## src/ccp_pkg.sv

```systemverilog
// Behaviour
// - read strobe low in t2, t3, wait states
// - read strobe high until bus floated on hold
// - ready raised by device, presented pre-synchronised
// - maskable request sampled in final instruction cycle
// - maskable request ignored while enable flag clear
// - non-maskable rising edge gives type 2 interrupt
// - non-maskable edge synchronised, serviced after instruction
// - wait-for-test idles until test input low
// - reset stops activity, restarts, synchronised internally
// - system holds reset high four cycles minimum
// - clock source supplies 33% duty clock; here the testbench clk_sys runs at 50% duty, with no duty shaping
// - mode strap selects minimum or maximum mode
// - memory/io line valid from prior t4 to final t4; here it switches only on entering t1
package ccp_pkg;
    localparam int          RESET_MIN_CYC   = 4;
    localparam int          CLK_DUTY_PCT    = 33;
    localparam logic [7:0]  NMI_TYPE        = 8'h02;
    localparam logic [1:0]  KIND_MEM_RD     = 2'h0;
    localparam logic [1:0]  KIND_IO_RD      = 2'h1;
    localparam logic [1:0]  KIND_INTA       = 2'h2;
    localparam logic [1:0]  KIND_WAIT_TEST  = 2'h3;
    localparam logic [3:0]  INSTR_CYCLES    = 4'h4;
    localparam logic [19:0] RESET_ADDR      = 20'hFFFF0;

    typedef enum logic [2:0] {
        ST_IDLE,
        ST_T1,
        ST_T2,
        ST_T3,
        ST_TW,
        ST_T4
    } ccp_bus_t;

    function automatic logic ccp_is_mem(input logic [1:0] kind);
        return kind == KIND_MEM_RD;
    endfunction
endpackage

```

## src/ccp_if.sv

```systemverilog
`timescale 1ns/1ps
interface ccp_if;
    logic rd_n_o;      // read strobe out
    logic rd_n_oe_n;   // low while driven
    logic mem_io_o;
    logic mem_io_oe_n;
    logic ready;
    logic maskable_irq;
    logic nmi;
    logic test_n;
    logic reset;
    logic mode_strap;
    logic hold;
    logic hlda;

    modport cpu (
        output rd_n_o, rd_n_oe_n, mem_io_o, mem_io_oe_n, hlda,
        input  ready, maskable_irq, nmi, test_n, reset, mode_strap, hold
    );
    modport sys (
        input  rd_n_o, rd_n_oe_n, mem_io_o, mem_io_oe_n, hlda,
        output ready, maskable_irq, nmi, test_n, reset, mode_strap, hold
    );
endinterface

```

## src/ccp_cpu_end.sv

```systemverilog
`timescale 1ns/1ps
module ccp_cpu_end
    import ccp_pkg::*;
(
    // clock and reset
    input  wire logic       clk_sys,
    input  wire logic       rst_n,
    // pins
    ccp_if.cpu              pins,
    // user side
    input  wire logic       req_valid,
    input  wire logic [1:0] req_kind,
    input  wire logic       irq_enable,
    output logic            req_ready,
    output logic            done_pulse,
    output logic            irq_take,
    output logic [7:0]      irq_type,
    output logic            in_reset,
    output logic            min_mode,
    output logic            test_waiting
);
    // reset, nmi and test come from pins: two flops first
    localparam int         SYNC_N   = 3;
    localparam logic [2:0] SYNC_RST = 3'h4;  // test idles high, reset and nmi low

    logic [SYNC_N-1:0] pin_raw;
    logic [SYNC_N-1:0] pin_sync;
    logic              reset_now;
    logic              nmi_sync;
    logic              test_sync_n;
    logic              nmi_edge;
    logic              instr_end;
    logic              mode_q, mode_d, mode_ok_q, mode_ok_d;
    logic              nmi_prev_q, nmi_prev_d, nmi_pend_q, nmi_pend_d;
    logic              take_q, take_d;
    logic [7:0]        type_q, type_d;
    ccp_bus_t          st_q, st_d;
    logic [1:0]        kind_q, kind_d;
    logic [3:0]        icnt_q, icnt_d;
    logic              mio_q, mio_d, hlda_q, hlda_d, done_q, done_d;

    // only memory and io reads pulse the read strobe
    function automatic logic is_read(input logic [1:0] kind);
        return (kind == KIND_MEM_RD) || (kind == KIND_IO_RD);
    endfunction

    function automatic logic is_test(input logic [1:0] kind);
        return kind == KIND_WAIT_TEST;
    endfunction

    assign pin_raw = {pins.test_n, pins.nmi, pins.reset};

    // identical two-flop synchronisers; nothing reads stage one
    for (genvar g = 0; g < SYNC_N; g++) begin : g_sync
        logic s1_q, s1_d, s2_q, s2_d;

        always_comb begin
            s1_d = pin_raw[g];
            s2_d = s1_q;
        end

        always_ff @(posedge clk_sys or negedge rst_n) begin
            if (!rst_n) begin
                s1_q <= SYNC_RST[g];
                s2_q <= SYNC_RST[g];
            end else begin
                s1_q <= s1_d;
                s2_q <= s2_d;
            end
        end

        assign pin_sync[g] = s2_q;
    end

    assign reset_now   = pin_sync[0];
    assign nmi_sync    = pin_sync[1];
    assign test_sync_n = pin_sync[2];
    assign nmi_edge    = nmi_sync && !nmi_prev_q;
    assign instr_end   = !reset_now && (st_q == ST_T4) && (icnt_q == INSTR_CYCLES - 4'h1);

    // strap read once after rst_n; later strap moves are ignored
    always_comb begin
        mode_ok_d = 1'b1;
        mode_d    = mode_ok_q ? mode_q : pins.mode_strap;
    end

    always_ff @(posedge clk_sys or negedge rst_n) begin
        if (!rst_n) begin
            mode_q    <= 1'b1;
            mode_ok_q <= 1'b0;
        end else begin
            mode_q    <= mode_d;
            mode_ok_q <= mode_ok_d;
        end
    end

    // an edge landing on the instruction end is taken at once, not lost
    always_comb begin
        nmi_prev_d = nmi_sync;
        nmi_pend_d = nmi_pend_q;
        take_d     = 1'b0;
        type_d     = type_q;
        if (nmi_edge)
            nmi_pend_d = 1'b1;
        if (reset_now) begin
            nmi_pend_d = 1'b0;
        end else if (instr_end) begin
            if (nmi_pend_q || nmi_edge) begin
                take_d     = 1'b1;
                type_d     = NMI_TYPE;
                nmi_pend_d = 1'b0;
            end else if (pins.maskable_irq && irq_enable) begin
                take_d = 1'b1;
                type_d = 8'h00;
            end
        end
    end

    always_ff @(posedge clk_sys or negedge rst_n) begin
        if (!rst_n) begin
            nmi_prev_q <= 1'b0;
            nmi_pend_q <= 1'b0;
            take_q     <= 1'b0;
            type_q     <= 8'h00;
        end else begin
            nmi_prev_q <= nmi_prev_d;
            nmi_pend_q <= nmi_pend_d;
            take_q     <= take_d;
            type_q     <= type_d;
        end
    end

    always_comb begin
        st_d   = st_q;
        kind_d = kind_q;
        icnt_d = icnt_q;
        mio_d  = mio_q;
        hlda_d = hlda_q;
        done_d = 1'b0;
        if (reset_now) begin
            st_d   = ST_IDLE;
            icnt_d = 4'h0;
            hlda_d = 1'b0;
        end else begin
            case (st_q)
                ST_IDLE: begin
                    // hold granted only between cycles, never inside one
                    hlda_d = pins.hold;
                    if (!pins.hold && req_valid) begin
                        kind_d = req_kind;
                        mio_d  = ccp_is_mem(req_kind);
                        st_d   = ST_T1;
                    end
                end
                ST_T1: st_d = is_test(kind_q) ? ST_TW : ST_T2;
                ST_T2: st_d = ST_T3;
                ST_T3: st_d = pins.ready ? ST_T4 : ST_TW;
                ST_TW: begin
                    if (is_test(kind_q)) begin
                        if (!test_sync_n)
                            st_d = ST_T4;
                    end else if (pins.ready) begin
                        st_d = ST_T4;
                    end
                end
                ST_T4: begin
                    // every fourth finished cycle closes an instruction
                    done_d = 1'b1;
                    st_d   = ST_IDLE;
                    icnt_d = instr_end ? 4'h0 : icnt_q + 4'h1;
                end
                default: st_d = ST_IDLE;
            endcase
        end
    end

    always_ff @(posedge clk_sys or negedge rst_n) begin
        if (!rst_n) begin
            st_q   <= ST_IDLE;
            kind_q <= 2'h0;
            icnt_q <= 4'h0;
            mio_q  <= 1'b1;
            hlda_q <= 1'b0;
            done_q <= 1'b0;
        end else begin
            st_q   <= st_d;
            kind_q <= kind_d;
            icnt_q <= icnt_d;
            mio_q  <= mio_d;
            hlda_q <= hlda_d;
            done_q <= done_d;
        end
    end

    // strobe low in t2/t3/wait of reads, not of inta or test wait
    assign pins.rd_n_o      = !((st_q == ST_T2 || st_q == ST_T3 || st_q == ST_TW)
                                && is_read(kind_q));
    assign pins.rd_n_oe_n   = hlda_q;
    assign pins.mem_io_o    = mio_q;
    assign pins.mem_io_oe_n = hlda_q;
    assign pins.hlda        = hlda_q;

    // refused while the synchronised reset or a hold request is up
    assign req_ready    = (st_q == ST_IDLE) && !reset_now && !pins.hold;
    assign done_pulse   = done_q;
    assign irq_take     = take_q;
    assign irq_type     = type_q;
    assign in_reset     = reset_now;
    assign min_mode     = mode_q;
    assign test_waiting = (st_q == ST_TW) && is_test(kind_q);
endmodule // ccp_cpu_end

```

## src/flat_wrapper.sv

```systemverilog
// flat-port wrapper written by rule: the top's interface ports become plain ports
module ccp_cpu_end_flat import ccp_pkg::*;
  (clk_sys, rst_n, req_valid, req_kind, irq_enable, req_ready, done_pulse, irq_take, irq_type, in_reset, min_mode, test_waiting, pins_rd_n_o, pins_rd_n_oe_n, pins_mem_io_o, pins_mem_io_oe_n, pins_hlda, pins_ready, pins_maskable_irq, pins_nmi, pins_test_n, pins_reset, pins_mode_strap, pins_hold);
  ccp_if pins_i ();
  input  wire logic clk_sys;
  input  wire logic rst_n;
  input  wire logic req_valid;
  input  wire logic [1:0] req_kind;
  input  wire logic irq_enable;
  output logic req_ready;
  output logic done_pulse;
  output logic irq_take;
  output logic [7:0] irq_type;
  output logic in_reset;
  output logic min_mode;
  output logic test_waiting;
  output wire logic [$bits(pins_i.rd_n_o)-1:0] pins_rd_n_o;
  output wire logic [$bits(pins_i.rd_n_oe_n)-1:0] pins_rd_n_oe_n;
  output wire logic [$bits(pins_i.mem_io_o)-1:0] pins_mem_io_o;
  output wire logic [$bits(pins_i.mem_io_oe_n)-1:0] pins_mem_io_oe_n;
  output wire logic [$bits(pins_i.hlda)-1:0] pins_hlda;
  input wire logic [$bits(pins_i.ready)-1:0] pins_ready;
  input wire logic [$bits(pins_i.maskable_irq)-1:0] pins_maskable_irq;
  input wire logic [$bits(pins_i.nmi)-1:0] pins_nmi;
  input wire logic [$bits(pins_i.test_n)-1:0] pins_test_n;
  input wire logic [$bits(pins_i.reset)-1:0] pins_reset;
  input wire logic [$bits(pins_i.mode_strap)-1:0] pins_mode_strap;
  input wire logic [$bits(pins_i.hold)-1:0] pins_hold;
  assign pins_rd_n_o = pins_i.rd_n_o;
  assign pins_rd_n_oe_n = pins_i.rd_n_oe_n;
  assign pins_mem_io_o = pins_i.mem_io_o;
  assign pins_mem_io_oe_n = pins_i.mem_io_oe_n;
  assign pins_hlda = pins_i.hlda;
  assign pins_i.ready = pins_ready;
  assign pins_i.maskable_irq = pins_maskable_irq;
  assign pins_i.nmi = pins_nmi;
  assign pins_i.test_n = pins_test_n;
  assign pins_i.reset = pins_reset;
  assign pins_i.mode_strap = pins_mode_strap;
  assign pins_i.hold = pins_hold;
  ccp_cpu_end u_core (.clk_sys(clk_sys), .rst_n(rst_n), .pins(pins_i), .req_valid(req_valid), .req_kind(req_kind), .irq_enable(irq_enable), .req_ready(req_ready), .done_pulse(done_pulse), .irq_take(irq_take), .irq_type(irq_type), .in_reset(in_reset), .min_mode(min_mode), .test_waiting(test_waiting));
endmodule
```

## config.mk

```make
export PLATFORM = sky130hd
export DESIGN_NAME = ccp_cpu_end_flat
export DESIGN_NICKNAME = d
export VERILOG_FILES = /design/src/ccp_pkg.sv /design/src/ccp_if.sv /design/src/ccp_cpu_end.sv /design/src/flat_wrapper.sv
export SDC_FILE = /design/constraint.sdc
export NUM_CORES = 1
export LEC_CHECK = 0
export ABC_AREA = 1
export BUFFER_PORTS_ARGS = -buffer_cell sky130_fd_sc_hd__buf_2
export CELL_PAD_IN_SITES_DETAIL_PLACEMENT = 1
export CELL_PAD_IN_SITES_GLOBAL_PLACEMENT = 1
export CORE_ASPECT_RATIO = 2
export CORE_MARGIN = 1
export CORE_UTILIZATION = 33
export DETAILED_ROUTE_END_ITERATION = 7
export GPL_ROUTABILITY_DRIVEN = 0
export PLACE_DENSITY_LB_ADDON = 0.1
export SKIP_LAST_GASP = 1
export SLEW_MARGIN = 20
export SYNTH_ARGS = -nofsm -noshare
export SYNTH_HDL_FRONTEND = slang
export SYNTH_SLANG_ARGS = --single-unit
```

## constraint.sdc

```tcl
create_clock -name clk_sys -period 1.1 [get_ports clk_sys]
set_clock_uncertainty 0.1 [all_clocks]
set_input_delay 0.11 -clock clk_sys [delete_from_list [all_inputs] [get_ports clk_sys]]
set_output_delay 0.11 -clock clk_sys [all_outputs]
set_load 0.02 [all_outputs]
```

[Word-level counts from Yosys, hierarchy flattened]
Cells that the tools add are included.
W data, S select, Z words.
Cells by class
  add/subtract/negate cells: 1
  equality and inequality tests: 11
  multiplexer cells: 25
  bitwise operators: 1
  reduce and logical (&&, ||, !) cells: 26
Operators by type and width (count)
  $mux W3: 6
  $mux W8: 2
  $pmux W3 S5: 1
  $mux W1: 13
  $mux W4: 3
  $logic_and A1 B1 Y1: 9
  $reduce_and A3 Y1: 3
  $eq A3 B2 Y1 const B: 2
  $eq A3 B3 Y1 const B: 2
  $reduce_bool A2 Y1: 3
  $add A4 B1 Y4 const B: 1
  $eq A4 B2 Y1 const B: 1
  $logic_not A1 Y1: 4
  $logic_not A2 Y1: 2
  $logic_or A1 B1 Y1: 4
  $ne A4 B2 Y1 const B: 1
  $ne A4 B3 Y1 const B: 1
  $eq A3 B1 Y1 const B: 1
  $logic_not A3 Y1: 1
  $ne A3 B1 Y1 const B: 1
  $eq A2 B1 Y1 const B: 1
  $eq A2 B2 Y1 const B: 1
  $not A1 Y1: 1
Storage, ports and cells
  bits in registers: 31
  input bits: 13
  output and inout port bits: 19
  word-level logic and storage cells: 82

[Longest topological paths before layout]
  word-level depth: 6
  mapped depth: 7
  mapped depth without buffers: 7

[Least setup slack after synthesis]
No wires, ideal clock.
  path kind: reg2out
  from: register u_core.st_q[0]
  to: output req_ready
  arrival: 1044 ps
  setup slack: -154 ps
  stages on the path, launching flop included: 6
  buffers on the path: 0
  path through: dfrtp_1 -> inv_2 -> nand2_1 -> nor2_2 -> nand2_1 -> nor2_1
Between the ends
  cells in the longest elaborated chain, start to end: 3
RTL lines
  start, declared: RTL line ccp_cpu_end.sv:37  | ccp_bus_t st_q, st_d;
  start signal, assigned: RTL line ccp_cpu_end.sv:186  | st_q <= st_d;
  $logic_not A3 Y1: RTL line ccp_cpu_end.sv:204  | assign req_ready = (st_q == ST_IDLE) && !reset_now && !pins.hold;
  $logic_and A1 B1 Y1 (2 in a row): RTL line ccp_cpu_end.sv:204
  end, declared: RTL line flat_wrapper.sv:10  | output logic req_ready;
No other way between the ends.

[Worst setup path after layout]
  from: register u_core.st_q[1]
  to: output req_ready
Same word-level chain as after synthesis.

==> run summary <==
status -> finished with violations
failing checks -> negative setup slack
Core ar. -> 0.00316 mm2
worst hold stages -> 3
Post-Synthesis Cells -> 120
Leak -> 0.914 nW
Fin. Hold Viols -> 0
Gate power share -> 35.8%
Async SR Flop Fraction -> 100%
Synth Flop Type -> dfrtp_1
Vias per Instance -> 4.79
reg2reg start -> u_core.st_q[1]
row cnt -> 29
CTS Buf Count -> 3
min-delay worst type -> primary input to flop
pwr dens -> 1600 mW/mm2
Synth top area share -> 46.2%
RR Endpoint -> u_core.nmi_pend_q
final worst slack -> -389 ps
area leader, netlist -> dfrtp_1
clock share of power -> 27.3%
worst-skew pair later-pin latency -> 280 ps
r2r setup slk -> -340 ps
Ports -> 32
TritonCTS clock tree -> built
Final min period -> 1490 ps
Syn. warnings -> 0
Fill cells -> 369
Sw Ratio -> 31.8%
Yosys reg bits -> 24
Critical Path End Type -> output port
Int Power -> 1.99 mW
final setup vio count -> 21
register area -> 611 um2
final wirelength -> 3460 um
fmax -> 672 MHz
area of the multi-input gates -> 509 um2
grt ovf -> 0
Distinct cells, synth -> 23
Synth Cell Area -> 0.00108 mm2
Iteration-0 DRC Markers -> 7
DIE HEIGHT -> 83.0 um
Final nets -> 201
Routed Antenna Nets -> 0
HP Start -> pins_maskable_irq
die footprint -> 0.00353 mm2
CTS Sinks -> 24
share of cells above drive strength 1 -> 54.3%
Seq pwr share -> 37.0%
root buffer cell -> clkbuf_8
Peak VDD IR -> 1380 uV
total track usage -> 20.5%
drt pass-1 iters -> 2
Die W -> 42.5 um
Setup crit start kind -> flop
Post-synth EDFFs -> 0
cell with the most instances after synthesis -> nand2_1
Sw Pwr -> 0.932 mW
count of pins over their slew limit -> 0
vias -> 1,039
Post-synth top cells -> 28 x nand2_1, 20 x dfrtp_1, 12 x inv_1, 9 x buf_4, 9 x nor2_1
largest net degree at the start of global routing -> 21
Worst R2R Path Depth -> 8
Power, Total -> 2.93 mW
final core occ -> 57.9%
top area cells in the synthesized netlist -> dfrtp_1 46%, dfstp_2 9.7%, nand2_1 9.7%
crit path DAT -> 1280 ps
CP Class -> flop to output port
Ant. Diodes -> 0
final period utilization -> 135%
Hold Path Sink -> u_core.irq_take
Wirelength per Cell -> 15.9 um
htree depth -> 1
register area share after synthesis -> 56.0%
Worst Path Required -> 890 ps
initial core utilization -> 34.3%
DP HPWL -> 2270 um
Max FO, Critical Path -> 3
initial antenna violation count -> 0
# DRC -> 0
max-cap viol count -> 0
RSZ-0062 raised after global routing -> yes
clk slew on worst S/H paths -> 90 ps
syn avg cell area -> 9.02 um2
vias in the first global route -> 1,190
PortBufs -> 24
area growth from synthesis to layout -> 68.8%
Max Buffers Root-to-Sink -> 2
first-pass GRT wire length -> 5310 um
-- layout by cell type (no fill, tap or decap) --
master and count:
nand2_1 23, buf_4 23, buf_2 18, dfrtp_1 16, buf_6 14, inv_1 10
conb_1 8, dlygate4sd3_1 8, nor2_4 7, nand3_1 6, inv_2 5, nand2_2 5
nor2_1 4, dfstp_2 4, dfrtp_2 4, a21oi_1 3, o21ai_2 3, clkbuf_8 3
nand2_4 2, a21oi_2 2, nand4_1 2, nand3_2 2, o21ai_1 2, buf_12 2
nand3_4 1, a21o_1 1, nor2_2 1, a31oi_4 1, mux2_2 1, xor2_1 1
nor4_4 1, o21ai_0 1, ha_2 1, bufinv_16 1
-- worst max-delay path by stage --
stage	slack, ps	to	cells after the start	from
2_1_floorplan	-40	u_core.irq_type[1]	6	u_core.icnt_q[0]
3_3_place_gp	-160	pins_rd_n_o	4	u_core.st_q[1]
3_5_place_dp	-180	pins_rd_n_o	4	u_core.st_q[0]
4_1_cts	-390	req_ready	6	u_core.st_q[1]
5_1_grt	-450	req_ready	6	u_core.st_q[1]
6_report	-390	req_ready	6	u_core.st_q[1]
-- worst max-delay path, cell delays in order, from the launching register on --
cell and delay [ps]:
dfrtp_2 450, inv_2 100, nand2_4 60, nor2_4 100, nand2_2 80, nor2_4 80
buf_6 110
-- stage by stage --
step	TNS, ps	cell area [um2]	hold WS, ps	std cells	setup WS, ps
3_3_place_gp	-1430	1390	-160	191	-162
6_report	-5360	1830	13.9	217	-389
2_1_floorplan	-214	1140	-286	126	-44.2
5_1_grt	-6460	1830	24.2	217	-447
4_1_cts	-4570	1730	5.29	214	-392
3_5_place_dp	-2170	1390	-156	191	-179
-- registers in the layout, summed over array words and instances, names as in the netlist, 2 cells and up --
signal              cells
u_core.g_sync.s1_q      3
u_core.st_q             3
u_core.icnt_q           4
u_core.kind_q           2
u_core.g_sync.s2_q      2
-- area by class of cell --
cell class | instances | area share (%)
Sequential cell | 24 | 33.4
Clock buffer | 3 | 2.26
Tap cell | 31 | 2.12
Multi-Input combinational cell | 78 | 27.9
Inverter | 15 | 3.08
Timing Repair Buffer | 65 | 29.6
Clock inverter | 1 | 1.64
-- routing by layer --
layer	part of all wire, %	global-route usage [%]	vias to the layer above
met3	2.0	2.39	9
met2	60	38.9	27
li1	-	-	489
met4	4.3	12.8	0
met5	0	0	-
met1	33	19.2	514
-- kinds of logic (layout without fill, tap and decap cells) --
group	after synthesis	count (layout)	share of synthesized area, %
adders and majority gates	1	1	1.16
other	2	8	0.694
buffers and inverters	24	84	11.4
muxes	1	1	1.04
xor gates and xnor gates	1	1	0.809
AOI/OAI and AO/OA	13	13	6.36
and+or+nand+nor	54	54	22.5
DFF	24	24	56.0
-- power by group through the flow --
stage / Clock (mW) / Sequential (mW) / Combinational [mW]
detailed placement: 0 / 1.09 / 0.670
global placement: 0 / 1.08 / 0.652
floorplan: 0 / 1.11 / 0.341
finish: 0.798 / 1.08 / 1.05
global route: 0.854 / 1.09 / 1.13
CTS: 0.802 / 1.07 / 0.919
-- what timing repair did --
action	4_1_cts	5_1_grt
endpoints found under the setup margin	21	21
resized for setup	27	18
hold endpoints to repair	32	0
setup buffers	11	3
pin swaps	5	16
hold buffers	8	0
(Power assumes the default switching activity.)
